$ cat src/core/psc_pkg.sv
// shared constants and types for the power-save clock control block
package psc_pkg;

    // ------------------------------------------------------------
    // register map (byte addresses on the register bus)
    // ------------------------------------------------------------
    localparam int          PSC_AW         = 8;
    localparam logic [7:0]  PSC_OFF_CLOCK_DIVISOR_REG = 8'h00;
    localparam logic [7:0]  PSC_OFF_MODULE_DISABLE_ONE   = 8'h04;
    localparam logic [7:0]  PSC_OFF_RCTL   = 8'h08;
    localparam logic [7:0]  PSC_OFF_STAT   = 8'h0c;

    // ------------------------------------------------------------
    // clock divisor register fields
    // ------------------------------------------------------------
    localparam int          PSC_ROI_BIT     = 15;
    localparam int          PSC_RATIO_LSB   = 12;
    localparam int          PSC_CPU_SLOW_ENABLE_BIT   = 11;
    localparam logic [2:0]  PSC_RATIO_RST   = 3'h0;
    localparam logic [2:0]  PSC_RATIO_ONE   = 3'h0;

    // ------------------------------------------------------------
    // reset control register fields (regulator keep bits)
    // ------------------------------------------------------------
    localparam int          PSC_CORE_KEEP_BIT  = 8;
    localparam int          PSC_FLASH_KEEP_BIT = 11;

    // ------------------------------------------------------------
    // status register fields
    // ------------------------------------------------------------
    localparam int          PSC_ST_SLEEP_BIT = 0;
    localparam int          PSC_ST_IDLE_BIT  = 1;
    localparam int          PSC_ST_HOLD_BIT  = 2;
    localparam int          PSC_ST_DOZE_BIT  = 3;
    localparam int          PSC_ST_SRC_LSB   = 4;

    // ------------------------------------------------------------
    // module disable register one: bit positions
    // ------------------------------------------------------------
    localparam int PSC_TIMER_FIVE_OFF       = 15;
    localparam int PSC_TIMER_FOUR_OFF       = 14;
    localparam int PSC_TIMER_THREE_OFF      = 13;
    localparam int PSC_TIMER_TWO_OFF        = 12;
    localparam int PSC_TIMER_ONE_OFF        = 11;
    localparam int PSC_PULSE_WIDTH_OFF      = 9;
    localparam int PSC_TWO_WIRE_OFF         = 7;
    localparam int PSC_SERIAL_TWO_OFF       = 6;
    localparam int PSC_SERIAL_ONE_OFF       = 5;
    localparam int PSC_SYNC_SERIAL_TWO_OFF  = 4;
    localparam int PSC_SYNC_SERIAL_ONE_OFF  = 3;
    localparam int PSC_CAN_ONE_OFF          = 1;
    localparam int PSC_CONVERTER_ONE_OFF    = 0;
    localparam logic [15:0] PSC_MODULE_DISABLE_ONE_RST    = 16'h0000;
    localparam logic [15:0] PSC_MODULE_DISABLE_ONE_IMPL   =
        16'(32'h1 << PSC_TIMER_FIVE_OFF)      | 16'(32'h1 << PSC_TIMER_FOUR_OFF)   |
        16'(32'h1 << PSC_TIMER_THREE_OFF)     | 16'(32'h1 << PSC_TIMER_TWO_OFF)    |
        16'(32'h1 << PSC_TIMER_ONE_OFF)       | 16'(32'h1 << PSC_PULSE_WIDTH_OFF)  |
        16'(32'h1 << PSC_TWO_WIRE_OFF)        | 16'(32'h1 << PSC_SERIAL_TWO_OFF)   |
        16'(32'h1 << PSC_SERIAL_ONE_OFF)      | 16'(32'h1 << PSC_SYNC_SERIAL_TWO_OFF) |
        16'(32'h1 << PSC_SYNC_SERIAL_ONE_OFF) | 16'(32'h1 << PSC_CAN_ONE_OFF)      |
        16'(32'h1 << PSC_CONVERTER_ONE_OFF);

    // ------------------------------------------------------------
    // power-save instruction operands and wake timing
    // ------------------------------------------------------------
    localparam logic [1:0]  PSC_OP_SLEEP     = 2'h0;
    localparam logic [1:0]  PSC_OP_IDLE      = 2'h1;
    localparam logic [1:0]  PSC_WAKE_CYCLES  = 2'h2;

    // ------------------------------------------------------------
    // types
    // ------------------------------------------------------------
    typedef enum logic [2:0] {PWR_RUN, PWR_ENTER, PWR_SLEEP, PWR_IDLE, PWR_WAKE} psc_pwr_t;

    typedef struct packed {
        logic                psel;
        logic                penable;
        logic                pwrite;
        logic [PSC_AW-1:0]   paddr;
        logic [31:0]         pwdata;
    } psc_apb_req_t;

    typedef struct packed {
        psc_pwr_t     pwr;
        logic         to_sleep;
        logic [1:0]   wake_cnt;
        logic [6:0]   doze_cnt;
        logic         return_on_interrupt;
        logic [2:0]   ratio;
        logic         cpu_slow_enable;
        logic [15:0]  pmd;
        logic [15:0]  pmd_eff;
        logic         core_keep;
        logic         flash_keep;
        logic [2:0]   clk_src;
        logic         cpu_clk_en;
        logic         sysclk_run;
        logic         low_power_rc_clock_en;
        logic         wdt_clear;
        logic         clock_failure_monitor_active;
        logic [15:0]  periph_en;
        logic         core_stby;
        logic         flash_stby;
        logic         irq_hold;
        logic         sleeping;
        logic         idling;
        logic         pready;
        logic         pslverr;
        logic [31:0]  prdata;
    } psc_state_t;

endpackage : psc_pkg

$ cat src/core/psc_top.sv
// power-save modes, cpu doze divider and peripheral clock gating
//
// The APB slave port and the register offsets were chosen for this implementation.
`timescale 1ns/1ps

// Summary of operation
// - sleep operand stops system oscillator and all code execution.
// - idle operand halts cpu; system clock keeps running for peripherals.
// - enabled interrupt, any reset or watchdog time-out leaves sleep or idle.
// - low-power rc clock runs in sleep while watchdog enabled.
// - enabled watchdog is cleared on sleep entry and on idle entry.
// - clock failure monitor inactive during sleep.
// - sleep stops every system-clocked peripheral; external-clocked ones may run.
// - wake from sleep restarts with the clock source selected at entry.
// - regulators go standby in sleep unless their keep bits are set.
// - idle keeps low-power rc clock if watchdog or clock monitor enabled.
// - idle wake reapplies cpu clock, execution resumes two to four cycles later.
// - each peripheral has a bit to stop itself during idle.
// - interrupt during power-save instruction waits until entry completes, then wakes.
// - doze slows only cpu clock; system clock and peripherals stay full speed.
// - doze enable at bit 11, ratio 14:12 selects 1:1 to 1:128.
// - return-on-interrupt bit 15 restores full speed on interrupt; else no effect.
// - hardware clears doze enable on interrupt when return-on-interrupt set.
// - ratio writes ignored while doze enable is set.
// - setting doze enable ignored while ratio is the 1:1 code.
// - module disable bit stops all clocks to that peripheral.
// - peripheral enabled only if bit clear and present; present ones reset enabled.
// - module disable change takes effect one instruction cycle later.
// - register one: timers 15..11, pwm 9, i2c 7, uarts 6,5, spi 4,3, can 1, adc 0.
// - bits 10, 8 and 2 of register one read as zero.
module psc_top #(
    parameter logic [15:0] PRESENT_MASK = psc_pkg::PSC_MODULE_DISABLE_ONE_IMPL
) (
    input  wire logic                        I_CLOCK,
    input  wire logic                        I_RSTN,
    input  wire logic                        I_PSEL,
    input  wire logic                        I_PENABLE,
    input  wire logic                        I_PWRITE,
    input  wire logic [psc_pkg::PSC_AW-1:0]  I_PADDR,
    input  wire logic [31:0]                 I_PWDATA,
    output logic      [31:0]                 O_PRDATA,
    output logic                             O_PREADY,
    output logic                             O_PSLVERR,
    input  wire logic                        I_POWER_SAVE_INSTR_REQ,
    input  wire logic [1:0]                  I_POWER_SAVE_INSTR_OPERAND,
    input  wire logic                        I_IRQ_PENDING,
    input  wire logic                        I_WDT_TIMEOUT,
    input  wire logic                        I_WDT_ENABLED,
    input  wire logic                        I_CLOCK_FAILURE_MONITOR_ENABLED,
    input  wire logic [2:0]                  I_CLK_SRC,
    input  wire logic [15:0]                 I_IDLE_STOP,
    input  wire logic [15:0]                 I_EXT_CLOCKED,
    output logic                             O_CPU_CLK_EN,
    output logic                             O_SYSCLK_RUN,
    output logic                             O_LOW_POWER_RC_CLOCK_EN,
    output logic                             O_WDT_CLEAR,
    output logic                             O_CLOCK_FAILURE_MONITOR_ACTIVE,
    output logic      [15:0]                 O_PERIPH_CLK_EN,
    output logic                             O_CORE_REG_STANDBY,
    output logic                             O_FLASH_REG_STANDBY,
    output logic      [2:0]                  O_WAKE_CLK_SRC,
    output logic                             O_IRQ_HOLD,
    output logic                             O_SLEEPING,
    output logic                             O_IDLING
);
    import psc_pkg::*;

    // ------------------------------------------------------------
    // state and decode
    // ------------------------------------------------------------
    psc_state_t   st_ff;
    psc_state_t   nxt_st;
    psc_apb_req_t req;
    logic         wake;
    logic         power_save_instr_take;
    logic         apb_wr;
    logic [6:0]   doze_mask;

    // ratio code n divides the cpu by 2**n
    function automatic logic [6:0] ratio_mask(input logic en, input logic [2:0] r);
        ratio_mask = en ? 7'((8'h01 << r) - 8'h01) : 7'h00;
    endfunction : ratio_mask

    assign req = '{psel: I_PSEL, penable: I_PENABLE, pwrite: I_PWRITE,
                   paddr: I_PADDR, pwdata: I_PWDATA};

    always_comb begin
        nxt_st      = st_ff;
        nxt_st.wdt_clear = 1'b0;
        nxt_st.pready    = 1'b0;
        nxt_st.pslverr   = 1'b0;
        // reset itself wakes the device through the asynchronous clear
        wake        = I_IRQ_PENDING | I_WDT_TIMEOUT;
        // the instruction only executes on a cpu clock tick
        power_save_instr_take = I_POWER_SAVE_INSTR_REQ && (st_ff.pwr == PWR_RUN) && st_ff.cpu_clk_en &&
                      ((I_POWER_SAVE_INSTR_OPERAND == PSC_OP_SLEEP) ||
                       (I_POWER_SAVE_INSTR_OPERAND == PSC_OP_IDLE));
        apb_wr      = req.psel && req.penable && st_ff.pready && req.pwrite;

        // ------------------------------------------------------------
        // register bus: answer one cycle into the access phase
        // ------------------------------------------------------------
        if (req.psel && req.penable && !st_ff.pready) begin
            nxt_st.pready = 1'b1;
            nxt_st.prdata = 32'h0000_0000;
            case (req.paddr)
                PSC_OFF_CLOCK_DIVISOR_REG: begin
                    nxt_st.prdata[PSC_ROI_BIT]                  = st_ff.return_on_interrupt;
                    nxt_st.prdata[PSC_RATIO_LSB +: 3]           = st_ff.ratio;
                    nxt_st.prdata[PSC_CPU_SLOW_ENABLE_BIT]                = st_ff.cpu_slow_enable;
                end
                PSC_OFF_MODULE_DISABLE_ONE: begin
                    nxt_st.prdata[15:0] = st_ff.pmd;
                end
                PSC_OFF_RCTL: begin
                    nxt_st.prdata[PSC_CORE_KEEP_BIT]  = st_ff.core_keep;
                    nxt_st.prdata[PSC_FLASH_KEEP_BIT] = st_ff.flash_keep;
                end
                PSC_OFF_STAT: begin
                    nxt_st.prdata[PSC_ST_SLEEP_BIT]    = st_ff.sleeping;
                    nxt_st.prdata[PSC_ST_IDLE_BIT]     = st_ff.idling;
                    nxt_st.prdata[PSC_ST_HOLD_BIT]     = st_ff.irq_hold;
                    nxt_st.prdata[PSC_ST_DOZE_BIT]     = st_ff.cpu_slow_enable;
                    nxt_st.prdata[PSC_ST_SRC_LSB +: 3] = st_ff.clk_src;
                end
                default: begin
                    nxt_st.pslverr = 1'b1;
                end
            endcase
        end

        // writes land at the edge where pready is sampled high
        if (apb_wr) begin
            case (req.paddr)
                PSC_OFF_CLOCK_DIVISOR_REG: begin
                    nxt_st.return_on_interrupt = req.pwdata[PSC_ROI_BIT];
                    if (!st_ff.cpu_slow_enable) begin
                        nxt_st.ratio = req.pwdata[PSC_RATIO_LSB +: 3];
                    end
                    // set refused at 1:1; the ratio written in the same access counts
                    if (!req.pwdata[PSC_CPU_SLOW_ENABLE_BIT] || (nxt_st.ratio != PSC_RATIO_ONE)) begin
                        nxt_st.cpu_slow_enable = req.pwdata[PSC_CPU_SLOW_ENABLE_BIT];
                    end
                end
                PSC_OFF_MODULE_DISABLE_ONE: begin
                    nxt_st.pmd = req.pwdata[15:0] & PSC_MODULE_DISABLE_ONE_IMPL;
                end
                PSC_OFF_RCTL: begin
                    nxt_st.core_keep  = req.pwdata[PSC_CORE_KEEP_BIT];
                    nxt_st.flash_keep = req.pwdata[PSC_FLASH_KEEP_BIT];
                end
                default: begin
                    nxt_st.pmd = nxt_st.pmd;
                end
            endcase
        end

        // hardware clear beats a software write in the same cycle
        if (st_ff.return_on_interrupt && st_ff.cpu_slow_enable && I_IRQ_PENDING) begin
            nxt_st.cpu_slow_enable = 1'b0;
        end

        // ------------------------------------------------------------
        // power-save sequencing
        // ------------------------------------------------------------
        case (st_ff.pwr)
            PWR_RUN: begin
                if (power_save_instr_take) begin
                    nxt_st.pwr       = PWR_ENTER;
                    nxt_st.to_sleep  = (I_POWER_SAVE_INSTR_OPERAND == PSC_OP_SLEEP);
                    nxt_st.clk_src   = I_CLK_SRC;
                    nxt_st.wdt_clear = I_WDT_ENABLED;
                end
            end
            PWR_ENTER: begin
                // interrupts wait here until the low-power state is reached
                nxt_st.pwr = st_ff.to_sleep ? PWR_SLEEP : PWR_IDLE;
            end
            PWR_SLEEP, PWR_IDLE: begin
                if (wake) begin
                    nxt_st.pwr      = PWR_WAKE;
                    nxt_st.wake_cnt = PSC_WAKE_CYCLES - 2'h1;
                end
            end
            PWR_WAKE: begin
                if (st_ff.wake_cnt == 2'h0) begin
                    nxt_st.pwr = PWR_RUN;
                end else begin
                    nxt_st.wake_cnt = st_ff.wake_cnt - 2'h1;
                end
            end
            default: begin
                nxt_st.pwr = PWR_RUN;
            end
        endcase

        // ------------------------------------------------------------
        // doze divider: only the cpu tick is thinned out
        // ------------------------------------------------------------
        nxt_st.doze_cnt   = (st_ff.pwr == PWR_RUN) ? 7'(st_ff.doze_cnt + 7'h01) : 7'h00;
        doze_mask         = ratio_mask(nxt_st.cpu_slow_enable, nxt_st.ratio);
        nxt_st.cpu_clk_en = (nxt_st.pwr == PWR_RUN) &&
                            ((nxt_st.doze_cnt & doze_mask) == 7'h00);

        // one instruction cycle of latency on module disable changes
        if (st_ff.cpu_clk_en) begin
            nxt_st.pmd_eff = st_ff.pmd;
        end

        // ------------------------------------------------------------
        // clock and power outputs, all from the next state
        // ------------------------------------------------------------
        nxt_st.sleeping    = (nxt_st.pwr == PWR_SLEEP);
        nxt_st.idling      = (nxt_st.pwr == PWR_IDLE);
        nxt_st.irq_hold    = (nxt_st.pwr == PWR_ENTER);
        // oscillator restarts as soon as the wake begins
        nxt_st.sysclk_run  = !nxt_st.sleeping;
        nxt_st.low_power_rc_clock_en     = I_WDT_ENABLED || (!nxt_st.sleeping && I_CLOCK_FAILURE_MONITOR_ENABLED);
        nxt_st.clock_failure_monitor_active = I_CLOCK_FAILURE_MONITOR_ENABLED && !nxt_st.sleeping;
        nxt_st.core_stby   = nxt_st.sleeping && !st_ff.core_keep;
        nxt_st.flash_stby  = nxt_st.sleeping && !st_ff.flash_keep;
        nxt_st.periph_en   = PRESENT_MASK & ~nxt_st.pmd_eff;
        if (nxt_st.sleeping) begin
            nxt_st.periph_en = nxt_st.periph_en & I_EXT_CLOCKED;
        end else if (nxt_st.idling) begin
            nxt_st.periph_en = nxt_st.periph_en & ~I_IDLE_STOP;
        end
    end

    always_ff @(posedge I_CLOCK or negedge I_RSTN) begin
        if (!I_RSTN) begin
            st_ff            <= '0;
            st_ff.pwr        <= PWR_RUN;
            st_ff.ratio      <= PSC_RATIO_RST;
            st_ff.pmd        <= PSC_MODULE_DISABLE_ONE_RST;
            st_ff.pmd_eff    <= PSC_MODULE_DISABLE_ONE_RST;
            st_ff.sysclk_run <= 1'b1;
            st_ff.periph_en  <= PRESENT_MASK;
        end else begin
            st_ff <= nxt_st;
        end
    end

    // ------------------------------------------------------------
    // outputs
    // ------------------------------------------------------------
    assign O_PRDATA            = st_ff.prdata;
    assign O_PREADY            = st_ff.pready;
    assign O_PSLVERR           = st_ff.pslverr;
    assign O_CPU_CLK_EN        = st_ff.cpu_clk_en;
    assign O_SYSCLK_RUN        = st_ff.sysclk_run;
    assign O_LOW_POWER_RC_CLOCK_EN           = st_ff.low_power_rc_clock_en;
    assign O_WDT_CLEAR         = st_ff.wdt_clear;
    assign O_CLOCK_FAILURE_MONITOR_ACTIVE       = st_ff.clock_failure_monitor_active;
    assign O_PERIPH_CLK_EN     = st_ff.periph_en;
    assign O_CORE_REG_STANDBY  = st_ff.core_stby;
    assign O_FLASH_REG_STANDBY = st_ff.flash_stby;
    assign O_WAKE_CLK_SRC      = st_ff.clk_src;
    assign O_IRQ_HOLD          = st_ff.irq_hold;
    assign O_SLEEPING          = st_ff.sleeping;
    assign O_IDLING            = st_ff.idling;
endmodule : psc_top

$ cat config.mk
export PLATFORM = sky130hd
export DESIGN_NAME = psc_top
export DESIGN_NICKNAME = d
export VERILOG_FILES = /design/src/core/psc_pkg.sv /design/src/core/psc_top.sv
export SDC_FILE = /design/constraint.sdc
export NUM_CORES = 1
export LEC_CHECK = 0
export BUFFER_PORTS_ARGS = -buffer_cell sky130_fd_sc_hd__clkbuf_2
export CORE_MARGIN = 1.5
export CORE_UTILIZATION = 50
export DETAILED_ROUTE_END_ITERATION = 7
export PLACE_DENSITY = 0.83
export SYNTH_ARGS = -nofsm -noshare
export SYNTH_HDL_FRONTEND = slang
export SYNTH_SLANG_ARGS = --single-unit
$ cat constraint.sdc
create_clock -name I_CLOCK -period 3.69 [get_ports I_CLOCK]
set_clock_uncertainty 0.2 [all_clocks]
set_input_delay 0.369 -clock I_CLOCK [delete_from_list [all_inputs] [get_ports I_CLOCK]]
set_output_delay 0.369 -clock I_CLOCK [all_outputs]
set_load 0.02 [all_outputs]
==> run summary <==
The total power density per cell area is 538.7 mW/mm2. The share of the clock period used by the worst path after layout came out at 83.11%. In this run the worst setup path terminates at O_CPU_CLK_EN. Across all hold checks on the routed design, the worst slack comes to -0.01751 ns.

The flow ran to the end, but the final reports show violations. The final net count came out at 571. CTS placed an instance of sky130_fd_sc_hd__clkbuf_8 at the clock tree root.

The detailed-routing wirelength on met1 is 3.784 mm. In this run the worst path has a maximum fanout of 18. Summing all placed instances gives a cell area of 0.004543 mm2.

For this block, the routed nets add up to 9.053 mm of wire. The number of global-route vias before repair is 3036. The wire length on met3 came out at 512 um.

For this run, the leading register cell type out of synthesis is sky130_fd_sc_hd__dfrtp_1. The worst register-to-register path begins at O_PREADY. The clock network latency to the later pin of the worst-skew pair came out at 0.36 ns. CTS saw 89 sinks. By startpoint and endpoint, the worst setup path is classified as in2reg. Setup repair after global routing left no endpoint under its margin. The worst endpoint required time came out at 3.76 ns. The average wire per standard cell came out at 15.32 um.

Leaving out fill and tap cells, the most frequent cell in the layout is sky130_fd_sc_hd__clkbuf_2. The pin count of the biggest net entering global routing came out at 90. The largest area contributor in the netlist is sky130_fd_sc_hd__dfrtp_1. The highest attainable clock frequency came out at 0.3261 GHz. The number of different library cells in the post-synthesis netlist came out at 53. The number of buffers added for setup after CTS is 0.

The number of buffers added by the clock tree synthesis step is 9. The checks that failed: negative hold slack. The clock-pin slew on the worst setup and hold paths came out at 0.09 ns. The synthesized instance count is 396.

The overflow left after global routing came out at 0. Dividing the detail-routed via count by the number of cells gives 5.235. The count of final hold-check violations is 7. The floorplan die area is 0.009089 mm2. The depth of the worst register-to-register path is 13. The worst setup path is launched from a primary input. The number of antenna repair diodes came out at 0.

The antenna violation net count after detailed routing came out at 0. The region available for standard cell placement spans 0.008217 mm2. The final period demand of the worst path came out at 3.067 ns. The number of failing setup endpoints in the final timing report came out at 0. During synthesis, Yosys emitted a total of 0 warnings.

The endpoint identified for the worst register-to-register timing path is O_CPU_CLK_EN. The x dimension of the die came out at 95.34 um. Sequential elements use 52.66% of the synthesized area.

The overall power of the completed layout is 2.628 mW. The critical path arrival came out at 3.13 ns. Counting along the longest clock path gives a buffer depth of 2.

The static leakage came out at 2.473 nW. The number of I/O port buffers is 105. The number of max-slew violations in the final report came to 0. The uppermost metal layer occupied by signal nets is met4. In the layout the commonest cells are 104 x sky130_fd_sc_hd__clkbuf_2, 75 x sky130_fd_sc_hd__dfrtp_1, 42 x sky130_fd_sc_hd__nand2_1. The H-tree generated during clock tree synthesis spans 3 levels. The async set-reset flop share out of synthesis is 100.0%. Max-cap violations in this run came to 0. The worst hold path belongs to the class in2async. The setup TNS after final layout came out at 0 ns. The fraction of final layout cells sized beyond drive strength 1 is 37.65%. The startpoint of the most critical setup path is I_PADDR[3]. The half-perimeter wire length after detailed placement is 6.520 mm. The floorplan die height is 95.34 um. For this block, the via count after detailed routing is 3094. The transition at the pin with the smallest max-transition slack is 1.058 ns.

The number of antenna violations at the first check in global routing came out at 0. The post-synthesis cell area is 0.004263 mm2. The first global-routing pass estimated 14.49 mm of wire. The count of boundary I/O pins came out at 150.

A synthesized cell averages 10.76 um2. After detailed routing, the number of remaining DRC violations is 0. The worst max-slew margin expressed relative to the limit came out at 29.44%. In this run, synthesis inferred 0 flip-flops with an integrated enable. Synthesis inferred 89 register bits.

VDD sags by at most 0.3681 mV. After synthesis, the cell types taking the most area are sky130_fd_sc_hd__dfrtp_1 44%, sky130_fd_sc_hd__buf_4 9.3%, sky130_fd_sc_hd__dfstp_2 8.6%, sky130_fd_sc_hd__mux2_2 8.2%, sky130_fd_sc_hd__nand2_1 3.7%. At the end of routability-driven placement, the weighted congestion stood at 0.8210. The reg-to-reg setup timing slack is 0.65 ns.

The total non-filler cell area in the finished layout came out at 0.004878 mm2. The initial cell density of the core is 51.88%. The signed area change from the synthesized netlist to the final layout is 14.44%.

The total global-route track usage came out at 21.37%. The share of Yosys cell area claimed by the top area cell type came out at 44.03%. The number of iterations in the first detailed-routing pass is 4. TritonCTS built the clock tree. The starting DRC count in detailed routing is 181. The initialized floorplan defines 33 standard-cell rows. The nature of the critical path endpoint is a flop. The detailed-routed wire length on met2 came out at 4.595 mm.
[cells in the mapped netlist, drive strengths merged, types with 2 or more instances]
| master | count |
|---|---|
| nand2 | 42 |
| dfstp | 14 |
| a311oi | 2 |
| a22oi | 10 |
| mux2i | 3 |
| and3 | 2 |
| clkbuf | 8 |
| inv | 10 |
| xor2 | 3 |
| and2 | 4 |
| nor2b | 3 |
| o21ai | 17 |
| or3 | 4 |
| nor4b | 4 |
| or4 | 2 |
| buf | 62 |
| o211ai | 2 |
| nor3 | 5 |
| ha | 3 |
| or2 | 3 |
| dfrtp | 75 |
| mux2 | 31 |
| o22ai | 2 |
| a211oi | 13 |
| a31oi | 2 |
| nand3 | 12 |
| nor2 | 31 |
| nand3b | 3 |
| o2111ai | 2 |
| nor4 | 3 |
| a21oi | 7 |
[what timing repair did]
action,in CTS,in global routing
hold endpoints to repair,15,0
hold buffers,15,0
resized for setup,0,0
[layout make-up]
| cell class | instances | area, um2 |
|---|---|---|
| fill | 701 | 3338 |
| clock inverter | 7 | 61.31 |
| multi-input combinational | 246 | 1564 |
| sequential | 89 | 2245 |
| tap | 105 | 131.4 |
| inverter | 10 | 37.54 |
| timing repair buffer | 125 | 715.7 |
| clock buffer | 9 | 123.9 |
[flip-flops by register name, indices dropped and copies added (netlist names)]
name / cells
st_ff: 46
O_PRDATA: 15
O_PERIPH_CLK_EN: 13
O_WAKE_CLK_SRC: 3
O_CLOCK_FAILURE_MONITOR_ACTIVE: 1
O_CORE_REG_STANDBY: 1
O_CPU_CLK_EN: 1
O_FLASH_REG_STANDBY: 1
O_IDLING: 1
O_IRQ_HOLD: 1
O_LOW_POWER_RC_CLOCK_EN: 1
O_PREADY: 1
O_PSLVERR: 1
O_SLEEPING: 1
O_SYSCLK_RUN: 1
O_WDT_CLEAR: 1
[power breakdown]
| part | internal [mW] | switching, mW |
|---|---|---|
| combinational | 0.263 | 0.471 |
| clock | 0.259 | 0.377 |
| sequential | 1.17 | 0.0912 |
| total | 1.69 | 0.939 |
[metal layers]
metal | vias up | track usage [%]
met5 | - | 0
met4 | 0 | 9.701
met3 | 10 | 3.748
met2 | 98 | 36.70
met1 | 1517 | 26.13
li1 | 1469 | -
[metrics by stage]
stage | utilization [%] | setup WS (ns) | hold WS, ns | std cells
final | 59.37 | 0.6233 | -0.01751 | 591
after global routing | 59.37 | 0.4828 | 0.01319 | 591
after CTS | 59.37 | 0.6283 | 0.003620 | 591
after detailed placement | 55.29 | 0.2622 | 0.2426 | 560
after global placement | 55.29 | 0.3089 | 0.2312 | 560
after floorplan | - | 0.4412 | -0.1266 | 415
[critical path, stage by stage]
cell and delay, ns:
sky130_fd_sc_hd__clkbuf_2 0.13, sky130_fd_sc_hd__or4_4 0.57, sky130_fd_sc_hd__nor4b_4 0.26, sky130_fd_sc_hd__buf_4 0.26, sky130_fd_sc_hd__nor3_1 0.07, sky130_fd_sc_hd__a21oi_1 0.11
sky130_fd_sc_hd__or2_2 0.11, sky130_fd_sc_hd__ha_1 0.26, sky130_fd_sc_hd__nor4b_1 0.09, sky130_fd_sc_hd__nand3_1 0.12, sky130_fd_sc_hd__a21oi_2 0.07, sky130_fd_sc_hd__nor4b_2 0.27
sky130_fd_sc_hd__o2111ai_1 0.15, sky130_fd_sc_hd__o32ai_1 0.29
[how the worst min path moves through the flow]
stage,startpoint,end,slack (ns),cells after the start
after floorplan,I_RSTN,O_CLOCK_FAILURE_MONITOR_ACTIVE,-0.13,0
after global placement,st_ff[64],O_CORE_REG_STANDBY,0.23,1
after detailed placement,st_ff[64],O_CORE_REG_STANDBY,0.24,1
after CTS,I_WDT_ENABLED,O_LOW_POWER_RC_CLOCK_EN,0.004,2
after global routing,I_WDT_ENABLED,O_LOW_POWER_RC_CLOCK_EN,0.01,2
final,I_RSTN,st_ff[104],-0.02,1
[cell families after synthesis]
family | share of synthesized area [%]
other cells | 0.08797
flops | 52.66
buf+inv | 12.33
compound gates | 9.921
xor+xnor | 0.6165
mux | 8.893
simple gates | 14.62
fa+ha+maj | 0.8806
Power figures use the tool's default switching activity.
